<file path="src/rtl/otfs_params.svh">
// Constants for the output terminal function select block.
// Assumes a 32-bit APB bus and byte addresses on word boundaries.
`ifndef OTFS_PARAMS_SVH
`define OTFS_PARAMS_SVH

`define OTFS_ADDR_W 8
`define OTFS_OFS_RUN_SEL 8'h00
`define OTFS_OFS_RELAY_SEL 8'h04
`define OTFS_OFS_AUX_SEL 8'h08
`define OTFS_OFS_MENU 8'h0C
`define OTFS_OFS_REMOTE 8'h10
`define OTFS_OFS_STATUS 8'h14
`define OTFS_OFS_MASK 8'h18
`define OTFS_OFS_LIVE 8'h1C

`define OTFS_CODE_W 16
`define OTFS_RST_RUN_SEL 16'd0
`define OTFS_RST_RELAY_SEL 16'd99
`define OTFS_RST_AUX_SEL 16'd80
`define OTFS_RST_MENU 16'd0
`define OTFS_MENU_FULL 16'd0
`define OTFS_MENU_SIMPLE 16'd9999

`define OTFS_CODE_RUN_SRC 16'd0
`define OTFS_CODE_RUN_SNK 16'd100
`define OTFS_CODE_ALM_SRC 16'd99
`define OTFS_CODE_ALM_SNK 16'd199
`define OTFS_CODE_STOP_SRC 16'd80
`define OTFS_CODE_STOP_SNK 16'd180
`define OTFS_CODE_OK_SRC 16'd81
`define OTFS_CODE_OK_SNK 16'd181

`define OTFS_REMOTE_AUX_BIT 0
`define OTFS_EVT_W 3
`define OTFS_EVT_STOP 0
`define OTFS_EVT_FAULT 1
`define OTFS_EVT_REFUSE 2

`endif

</file>
<file path="src/rtl/otfs_pkg.sv">
// Types for the output terminal function select block.
// Assumes otfs_params.svh supplies the widths.
`include "otfs_params.svh"

package otfs_pkg;

    // Internal status signals that terminals can present
    typedef struct packed {
        logic running;
        logic fault;
        logic stop;
        logic ok;
    } otfs_mon_t;

    // Terminal levels, high = terminal on
    typedef struct packed {
        logic aux;
        logic relay;
        logic run;
    } otfs_pins_t;

    typedef logic [`OTFS_CODE_W-1:0] otfs_code_t;

endpackage

</file>
<file path="src/rtl/otfs_top.sv">
// Output terminal function select: APB registers, monitor signals, pin routing.
// Assumes status inputs are asynchronous levels; terminal drivers sit outside.
`include "otfs_params.svh"

module otfs_top (
    input wire logic clk,
    input wire logic sys_rst,
    input wire logic psel,
    input wire logic penable,
    input wire logic pwrite,
    input wire logic [`OTFS_ADDR_W-1:0] paddr,
    input wire logic [31:0] pwdata,
    output logic [31:0] prdata,
    output logic pready,
    output logic pslverr,
    input wire logic inverter_running,
    input wire logic fault_indication,
    input wire logic safety_stop_active,
    input wire logic guard_circuit_fault,
    output otfs_pkg::otfs_pins_t pins,
    output logic circuit_ok_flag,
    output logic safe_stop_flag,
    output logic irq
);
    import otfs_pkg::*;

    localparam int NSEL = 3;
    localparam int NIN = 4;

    ////////////////////////////////////////////////////////////////////////
    // Input synchronisers

    logic [NIN-1:0] in_meta_r;
    logic [NIN-1:0] in_sync_r;
    logic [NIN-1:0] in_raw;

    assign in_raw = {inverter_running, fault_indication, safety_stop_active, guard_circuit_fault};

    genvar gi;
    generate
        for (gi = 0; gi < NIN; gi++) begin : g_sync
            always_ff @(posedge clk) begin
                if (sys_rst) begin
                    in_meta_r[gi] <= 1'b0;
                    in_sync_r[gi] <= 1'b0;
                end else begin
                    in_meta_r[gi] <= in_raw[gi];
                    in_sync_r[gi] <= in_meta_r[gi];
                end
            end
        end
    endgenerate

    otfs_mon_t mon;
    assign mon.running = in_sync_r[3];
    assign mon.fault = in_sync_r[2];
    assign mon.stop = in_sync_r[1];
    assign mon.ok = ~in_sync_r[0];

    ////////////////////////////////////////////////////////////////////////
    // APB decode

    logic wr_acc;
    logic rd_setup;
    logic hit_sel;
    logic hit_menu;
    logic hit_remote;
    logic hit_status;
    logic hit_mask;
    logic hit_live;
    logic mapped;
    logic [1:0] sel_idx;
    logic scope_open;
    logic menu_val_ok;
    logic sel_refused;
    logic menu_refused;

    assign wr_acc = psel & penable & pwrite;
    assign rd_setup = psel & ~penable & ~pwrite;
    assign hit_sel = (paddr == `OTFS_OFS_RUN_SEL) | (paddr == `OTFS_OFS_RELAY_SEL) | (paddr == `OTFS_OFS_AUX_SEL);
    assign hit_menu = (paddr == `OTFS_OFS_MENU);
    assign hit_remote = (paddr == `OTFS_OFS_REMOTE);
    assign hit_status = (paddr == `OTFS_OFS_STATUS);
    assign hit_mask = (paddr == `OTFS_OFS_MASK);
    assign hit_live = (paddr == `OTFS_OFS_LIVE);
    assign mapped = hit_sel | hit_menu | hit_remote | hit_status | hit_mask | hit_live;
    assign sel_idx = paddr[3:2];

    assign pready = 1'b1;
    assign pslverr = psel & penable & ~mapped;

    ////////////////////////////////////////////////////////////////////////
    // Settings

    otfs_code_t sel_r [NSEL];
    otfs_code_t menu_r;
    logic remote_r;
    logic [`OTFS_EVT_W-1:0] status_r;
    logic [`OTFS_EVT_W-1:0] mask_r;

    // Selections lock whenever the scope is not the full menu
    assign scope_open = (menu_r == `OTFS_MENU_FULL);
    assign menu_val_ok = (pwdata[15:0] == `OTFS_MENU_FULL) | (pwdata[15:0] == `OTFS_MENU_SIMPLE);
    assign sel_refused = wr_acc & hit_sel & ~scope_open;
    assign menu_refused = wr_acc & hit_menu & ~menu_val_ok;

    localparam otfs_code_t SEL_RST [NSEL] = '{`OTFS_RST_RUN_SEL, `OTFS_RST_RELAY_SEL, `OTFS_RST_AUX_SEL};

    generate
        for (gi = 0; gi < NSEL; gi++) begin : g_sel
            // Each terminal owns one selection word
            always_ff @(posedge clk) begin
                if (sys_rst) begin
                    sel_r[gi] <= SEL_RST[gi];
                end else if (wr_acc && hit_sel && scope_open && sel_idx == 2'(gi)) begin
                    sel_r[gi] <= pwdata[15:0];
                end
            end
        end
    endgenerate

    always_ff @(posedge clk) begin
        if (sys_rst) begin
            menu_r <= `OTFS_RST_MENU;
        end else if (wr_acc && hit_menu && menu_val_ok) begin
            menu_r <= pwdata[15:0];
        end
    end

    always_ff @(posedge clk) begin
        if (sys_rst) begin
            remote_r <= 1'b0;
        end else if (wr_acc && hit_remote) begin
            remote_r <= pwdata[`OTFS_REMOTE_AUX_BIT];
        end
    end

    always_ff @(posedge clk) begin
        if (sys_rst) begin
            mask_r <= '0;
        end else if (wr_acc && hit_mask) begin
            mask_r <= pwdata[`OTFS_EVT_W-1:0];
        end
    end

    ////////////////////////////////////////////////////////////////////////
    // Events and interrupt

    logic stop_d_r;
    logic fault_d_r;
    logic [`OTFS_EVT_W-1:0] evt;
    logic [`OTFS_EVT_W-1:0] w1c;
    logic [`OTFS_EVT_W-1:0] status_nxt;
    logic [`OTFS_EVT_W-1:0] mask_nxt;

    always_ff @(posedge clk) begin
        if (sys_rst) begin
            stop_d_r <= 1'b0;
            fault_d_r <= 1'b0;
        end else begin
            stop_d_r <= mon.stop;
            fault_d_r <= ~mon.ok;
        end
    end

    assign evt[`OTFS_EVT_STOP] = mon.stop & ~stop_d_r;
    assign evt[`OTFS_EVT_FAULT] = ~mon.ok & ~fault_d_r;
    assign evt[`OTFS_EVT_REFUSE] = sel_refused | menu_refused;
    assign w1c = (wr_acc && hit_status) ? pwdata[`OTFS_EVT_W-1:0] : '0;
    assign status_nxt = (status_r & ~w1c) | evt;
    // Mask taken at its next value too, so irq never lags a mask write
    assign mask_nxt = (wr_acc && hit_mask) ? pwdata[`OTFS_EVT_W-1:0] : mask_r;

    // New events win over a simultaneous clear
    always_ff @(posedge clk) begin
        if (sys_rst) begin
            status_r <= '0;
        end else begin
            status_r <= status_nxt;
        end
    end

    always_ff @(posedge clk) begin
        if (sys_rst) begin
            irq <= 1'b0;
        end else begin
            irq <= |(status_nxt & mask_nxt);
        end
    end

    ////////////////////////////////////////////////////////////////////////
    // Terminal routing

    function automatic logic route(input otfs_code_t code, input otfs_mon_t m);
        logic r;
        r = 1'b0;
        case (code)
            `OTFS_CODE_RUN_SRC, `OTFS_CODE_RUN_SNK: r = m.running;
            `OTFS_CODE_ALM_SRC, `OTFS_CODE_ALM_SNK: r = m.fault;
            `OTFS_CODE_STOP_SRC, `OTFS_CODE_STOP_SNK: r = m.stop;
            `OTFS_CODE_OK_SRC, `OTFS_CODE_OK_SNK: r = m.ok;
            default: r = 1'b0;
        endcase
        return r;
    endfunction

    logic [NSEL-1:0] pin_nxt;

    generate
        for (gi = 0; gi < NSEL; gi++) begin : g_route
            if (gi == 2) begin : g_aux
                // Remote drive can only force on; function still wins when active
                assign pin_nxt[gi] = route(sel_r[gi], mon) | remote_r;
            end else begin : g_std
                assign pin_nxt[gi] = route(sel_r[gi], mon);
            end
        end
    endgenerate

    always_ff @(posedge clk) begin
        if (sys_rst) begin
            pins <= '0;
            safe_stop_flag <= 1'b0;
            circuit_ok_flag <= 1'b0;
        end else begin
            pins <= pin_nxt;
            safe_stop_flag <= mon.stop;
            circuit_ok_flag <= mon.ok;
        end
    end

    ////////////////////////////////////////////////////////////////////////
    // Read data, captured in the setup cycle

    logic [31:0] rd_mux;

    assign rd_mux = hit_sel ? {16'h0000, sel_r[sel_idx]} :
                    hit_menu ? {16'h0000, menu_r} :
                    hit_remote ? {31'h0000_0000, remote_r} :
                    hit_status ? {29'h0000_0000, status_r} :
                    hit_mask ? {29'h0000_0000, mask_r} :
                    hit_live ? {28'h0000_000, mon} : 32'h0000_0000;

    always_ff @(posedge clk) begin
        if (sys_rst) begin
            prdata <= 32'h0000_0000;
        end else if (rd_setup) begin
            prdata <= rd_mux;
        end
    end
endmodule // otfs_top

</file>
<file path="config.mk">
export PLATFORM = sky130hd
export DESIGN_NAME = otfs_top
export DESIGN_NICKNAME = d
export VERILOG_FILES = /design/src/rtl/otfs_pkg.sv /design/src/rtl/otfs_top.sv
export VERILOG_INCLUDE_DIRS = /design/src /design/src/rtl
export SDC_FILE = /design/constraint.sdc
export NUM_CORES = 1
export LEC_CHECK = 0
export BUFFER_PORTS_ARGS = -buffer_cell sky130_fd_sc_hd__buf_2
export CAP_MARGIN = 25
export CORE_MARGIN = 1.5
export CORE_UTILIZATION = 50
export DETAILED_ROUTE_END_ITERATION = 10
export PLACE_DENSITY = 0.82
export REMOVE_ABC_BUFFERS = 1
export SLEW_MARGIN = 20
export SYNTH_ARGS = -nofsm -noshare
export SYNTH_HDL_FRONTEND = slang
export SYNTH_SLANG_ARGS = --single-unit
</file>
<file path="constraint.sdc">
create_clock -name clk -period 4.95 [get_ports clk]
set_input_delay 0.7425 -clock clk [delete_from_list [all_inputs] [get_ports clk]]
set_output_delay 0.7425 -clock clk [all_outputs]
set_load 0.01 [all_outputs]
</file>
==> results.sh, run 1 <==
export IMPL_remaining_drc_errors=0
export IMPL_post_route_period_util_pct=57.6
export IMPL_power_density_nw_per_um2=281
export IMPL_cellLeakagePower_nw=2.11
export IMPL_overflow=0
export IMPL_groute_usage_overall_pct=21.9
export IMPL_fmax_ghz=0.350
export IMPL_crit_chain="buf_2 > or4_1 > nor4_4 > nand4_4 > nor3_4 > or2b_1"
export IMPL_grt_pass1_vias=3367
export IMPL_rows=35
export IMPL_grt_max_degree=48
export IMPL_cts_tree="yes"
export IMPL_met2_usage_pct=34.8
export IMPL_portBuffers=55
export IMPL_drv_slew=0
export IMPL_grt_pass1_wl_um=17100
export IMPL_fin_util_pct=57.5
export IMPL_synthFlopType="dfxtp_1"
export IMPL_cts_root_buf="clkbuf_8"
export IMPL_cts_hold_buf=0
export IMPL_synthArstFlopShare_pct=0
export IMPL_worstPathRequired_ps=5070
export IMPL_cts_sinks=102
export IMPL_worstPathArrival_ps=2980
export IMPL_ys_warn_count=0
export IMPL_synth_area_top_cells="edfxtp_1 (30%), dfxtp_1 (22%), mux4_2 (6.9%)"
export IMPL_end_kind="register"
export IMPL_ios=89
export IMPL_core_um2=9330
export IMPL_post_cts_setup_buffer_count=0
export IMPL_wl_um=11000
export IMPL_h_tree_depth=3
export IMPL_timing_final_crit_period_ps=2850
export IMPL_hp_class="reg -> reg"
export IMPL_die_area_um2=10300
export IMPL_drive_gt1_share_pct=21.4
export IMPL_cp_top_family="simple AND/OR/NAND/NOR gates"
export IMPL_synth_edf_count=48
export IMPL_antenna_cells=0
export IMPL_insertion_delay_ps=360
export IMPL_drt_pass1_iter_count=6
export IMPL_postSynthAreaPerCell_um2=11.0
export IMPL_drtIter0Drc=364
export IMPL_rsz0062_at_grt="no"
export IMPL_skew_ps=7.59
export IMPL_routed_via_density=5.85
export IMPL_syn_area_um2=4860
export IMPL_ctsResizeCount=0
export IMPL_num_nets_final=540
export IMPL_antenna_found_initial=0
export IMPL_ys_seq_area_share_pct=51.9
export IMPL_setup_viol=0
export IMPL_synthTopCellsByCount="dfxtp_1 (54), edfxtp_1 (48), and2_1 (45), nor2_1 (29), nand2_1 (28)"
export IMPL_path_clk_slew_ps=90
export IMPL_grt_busiest_layer="met2"
export IMPL_worst_pin_slew_ps=763
export IMPL_area_growth_pct=10.2
export IMPL_ys_types=57
export IMPL_wl_per_cell_um=17.6
export IMPL_grtUsageMet3_pct=3.52
export IMPL_cts_max_path_buffers=2
export IMPL_grt_use_met1_pct=30.1
export IMPL_gp_congestion=0.918
export IMPL_num_vias=3656
export IMPL_start_util_pct=52.2
export IMPL_path_buf_inv=1
export IMPL_start_kind="input pin"
export IMPL_hpwl_um=8080
export IMPL_path_max_fanout=16
export IMPL_vdd_ir_drop_worst_v=0.000121
export IMPL_status="completed"
export IMPL_synth_top_area_cell="edfxtp_1"
export IMPL_die_w_um=102
export IMPL_synth_seq_cells=102
export IMPL_fin_tns_setup_ps=0
export IMPL_max_stage_delay_ps=670
export IMPL_yosysMostFrequentCell="dfxtp_1"
export IMPL_die_h_um=102
export IMPL_maxCapViolations=0
export IMPL_critical_path_slowest_cell="or4_1"
export IMPL_hold_viol_final=0
export IMPL_detail_route_antenna_nets=0
export IMPL_relSlewSlack_pct=49.0
export IMPL_cts_made_buffers=9
export IMPL_crit_type="in -> reg"
export IMPL_syn_inst=444
export IMPL_synth_top_area_share_pct=29.6
==> worst paths after layout <==
path	depth (start not counted)	from	endpoint	slack, ps
worst max-delay path	6	paddr[1]	sel_r[1][5]	2100
worst min-delay path	1	in_meta_r[0]	in_sync_r[0]	450
worst max register to register	4	menu_r[0]	sel_r[1][5]	2590
worst min register to register	1	in_meta_r[0]	in_sync_r[0]	450
==> sequential cells by signal, indices dropped and copies added, names as in the netlist <==
name / cells
safe_stop_flag: 1
in_sync_r: 4
irq: 1
remote_r: 1
circuit_ok_flag: 1
status_r: 3
pins: 3
sel_r: 48
menu_r: 16
in_meta_r: 4
mask_r: 3
prdata: 16
fault_d_r: 1
==> placed cells by master, fill, tap and decap left out, types with 10 or more instances in the layout <==
cell type	count
nor4_1	12
nor2_1	29
and2_1	45
buf_2	55
nand2_1	28
and3_1	11
edfxtp_1	48
clkbuf_8	10
nor2b_1	15
dfxtp_1	54
mux4_2	15
conb_1	17
mux2i_1	12
nand3_1	21
a21oi_1	22
==> power by group <==
part | switching [mW] | internal [mW]
logic | 0.0685 | 0.0418
registers | 0.0146 | 0.895
clock network | 0.286 | 0.201
==> worst reg2reg max path: cells and delay by family, from the launching register on <==
kind	cells	cell delay (ps)
flip-flops	1	370
AND/OR/NAND/NOR	4	1750
==> per-stage QoR <==
stage | power (mW) | instances | worst slack [ps] | area, µm² | hold slack, ps
floorplan | 0.977 | 419 | 1250 | 4690 | 414
global placement | 1.03 | 609 | 1690 | 5180 | 416
detailed placement | 1.04 | 609 | 1690 | 5180 | 426
CTS | 1.51 | 625 | 2070 | 5360 | 451
global route | 1.55 | 625 | 1920 | 5360 | 460
finish | 1.51 | 625 | 2100 | 5360 | 448
==> layer usage <==
metal	routed length [µm]	up-vias	part of all wire, %
met4	357	0	3.2
met5	0	-	0
met3	1040	33	9.4
met1	4540	1747	41
met2	5070	194	46
li1	-	1682	-
==> layout make-up <==
type                    count  area [µm²]
fillers                   781        3970
flip-flops and latches    102        2520
multi-input cells         310        2150
repair buffers             61         320
well taps                 129         161
clock buffers              10         138
clock inverters             6        43.8
inverters                   7        26.3
==> logic make-up after synthesis <==
| logic type | count (synthesis) | synth area share, % |
|---|---|---|
| other cells | 2 | 0.154 |
| buf+inv | 47 | 5.27 |
| flops | 102 | 51.9 |
| compound gates | 55 | 7.28 |
| mux | 31 | 10.3 |
| simple gates | 207 | 25.1 |
(Power assumes the default switching activity.)
==> run 2, diff against run 1 <==
--- a/config.mk
+++ b/config.mk
@@ -11,7 +11,7 @@
 export CORE_MARGIN = 1.5
 export CORE_UTILIZATION = 50
 export DETAILED_ROUTE_END_ITERATION = 10
-export PLACE_DENSITY = 0.82
+export PLACE_DENSITY = 0.85
 export REMOVE_ABC_BUFFERS = 1
 export SLEW_MARGIN = 20
 export SYNTH_ARGS = -nofsm -noshare
==> constraint.sdc (replaced) <==
create_clock -name clk -period 2.45 [get_ports clk]
set_input_delay 0.3675 -clock clk [delete_from_list [all_inputs] [get_ports clk]]
set_output_delay 0.3675 -clock clk [all_outputs]
set_load 0.01 [all_outputs]
==> run 2 against run 1 <==
Sequential power increased by 100%. Clock skew is 0.71 ps higher. Global-route usage increased by 1.9 points. Non-clock buffer count grew 18. Total power up 110%. Design area grew 3.4%. Die area unchanged. Sequential share of layout area down 1.5 points. Register-to-register slack got worse by 2100 ps. Final cell count grew 2.9%. Critical path depth is 2 higher. Combinational power up 110%. Highest routed layer unchanged.
==> results.sh, run 2 (synthesized netlist as in run 1, its figures left out) <==
export IMPL_status="completed"
export IMPL_die_w_um=102
export IMPL_remaining_drc_errors=0
export IMPL_largestRegisters="sel_r: 48 flops, menu_r: 16 flops, prdata: 16 flops"
export IMPL_grt_max_degree=21
export IMPL_drt_pass1_iter_count=6
export IMPL_core_um2=9330
export IMPL_fill_cells=756
export IMPL_hp_class="in -> reg"
export IMPL_vdd_ir_drop_worst_v=0.000300
export IMPL_cts_hold_buf=0
export IMPL_num_vias=3751
export IMPL_r2r_cells=7
export IMPL_antenna_cells=0
export IMPL_combinationalPowerShare_pct=7.6
export IMPL_end_kind="register"
export IMPL_fmax_ghz=0.470
export IMPL_whs_path_depth=2
export IMPL_h_tree_depth=3
export IMPL_crit_path_start="paddr[1]"
export IMPL_top_register="sel_r"
export IMPL_path_max_fanout=16
export IMPL_p_sw_mw=0.732
export IMPL_drtIter0Drc=411
export IMPL_rsz0062_at_grt="no"
export IMPL_layoutNonFillerInstCount=643
export IMPL_start_util_pct=52.2
export IMPL_grt_use_met1_pct=30.1
export IMPL_grt_pass1_wl_um=18500
export IMPL_portBuffers=55
export IMPL_cts_tree="yes"
export IMPL_worst_pin_slew_ps=513
export IMPL_num_nets_final=558
export IMPL_worstPathRequired_ps=2670
export IMPL_drv_slew=0
export IMPL_timing_final_crit_period_ps=2130
export IMPL_hpwl_um=8850
export IMPL_start_kind="input pin"
export IMPL_p_sw_share_pct=23.7
export IMPL_met2_usage_pct=39.7
export IMPL_overflow=0
export IMPL_fin_util_pct=59.4
export IMPL_wl_per_cell_um=18.4
export IMPL_worstPathArrival_ps=2350
export IMPL_power_density_nw_per_um2=559
export IMPL_largest_register_ffs=48
export IMPL_p_total_mw=3.10
export IMPL_area_growth_pct=13.9
export IMPL_maxCapViolations=0
export IMPL_crit_type="in -> reg"
export IMPL_reg2reg_from="menu_r[1]"
export IMPL_pwr_share_clk_pct=33.0
export IMPL_path_clk_slew_ps=90
export IMPL_insertion_delay_ps=360
export IMPL_internal_power_mw=2.36
export IMPL_rows=35
export IMPL_die_h_um=102
export IMPL_mostFrequentLayoutCell="buf_2"
export IMPL_cts_sinks=102
export IMPL_skew_ps=8.31
export IMPL_fin_tns_setup_ps=0
export IMPL_gp_congestion=0.894
export IMPL_hold_path_startpoint="fault_indication"
export IMPL_multi_input_area_um2=2150
export IMPL_post_route_period_util_pct=86.9
export IMPL_relSlewSlack_pct=65.7
export IMPL_wl_um=11800
export IMPL_antenna_found_initial=0
export IMPL_grt_pass1_vias=3624
export IMPL_drive_gt1_share_pct=23.7
export IMPL_ios=89
export IMPL_cts_root_buf="clkbuf_8"
export IMPL_die_area_um2=10300
export IMPL_layout_common_cells="buf_2 (55), dfxtp_1 (54), edfxtp_1 (48)"
export IMPL_placed_cells=627
export IMPL_cellLeakagePower_nw=2.20
export IMPL_post_cts_setup_buffer_count=0
export IMPL_detail_route_antenna_nets=0
export IMPL_groute_usage_overall_pct=23.8
export IMPL_grt_busiest_layer="met2"
export IMPL_hold_viol_final=0
export IMPL_ctsResizeCount=0
export IMPL_pwr_share_seq_pct=59.4
export IMPL_grtUsageMet3_pct=4.21
export IMPL_routed_via_density=5.83
export IMPL_setup_viol=0
export IMPL_cts_made_buffers=9
export IMPL_seq_area_um2=2520
export IMPL_cts_max_path_buffers=2
## run 2: cell count changes in the layout (fill, tap and decap cells not counted), moves of 2 or more
cell | previous run | this run
buf_4 | 6 | 21
buf_12 | 0 | 3
clkinv_1 | 0 | 2
clkinv_4 | 0 | 2
## run 2: worst max-delay path, cell delays in order
cell	delay (ps)
buf_2	90
or4_1	580
nor4_4	360
nand4_4	240
buf_4	210
nor4_4	180
buf_12	180
and2_1	140
## run 2: cell type report
class / instances / area share, %
multi-input combinational: 310 / 38.8
sequential: 102 / 45.5
clock inverter: 7 / 1.17
inverter: 7 / 0.474
timing repair buffer: 79 / 8.90
clock buffer: 9 / 2.24
tap: 129 / 2.91
## run 2: power groups by stage
stage	clock network (mW)	logic (mW)	registers, mW
final	1.02	0.236	1.84
after global routing	1.09	0.257	1.84
after CTS	1.03	0.235	1.84
after detailed placement	0	0.233	1.88
after global placement	0	0.225	1.87
after floorplan	0	0.110	1.86
## run 2: metrics by stage
stage	cell area (µm²)	setup slack, ps	hold WS, ps
6_report	5540	321	210
5_1_grt	5540	254	208
4_1_cts	5540	336	209
3_5_place_dp	5350	-19.1	427
3_3_place_gp	5350	29.1	416
2_1_floorplan	4690	-871	414
## run 2: path summary, 6_finish.rpt
| path | endpoint | slack [ps] |
|---|---|---|
| worst min register to register | in_sync_r[3] | 450 |
| worst max register to register | sel_r[0][7] | 490 |
| worst max-delay path | sel_r[0][7] | 320 |
| worst min-delay path | in_meta_r[2] | 210 |
## run 2: metal layers
| layer | up-vias | routed length, µm |
|---|---|---|
| met4 | 0 | 368 |
| met3 | 38 | 992 |
| met2 | 221 | 5620 |
| met5 | - | 0 |
| met1 | 1776 | 4840 |
| li1 | 1716 | - |
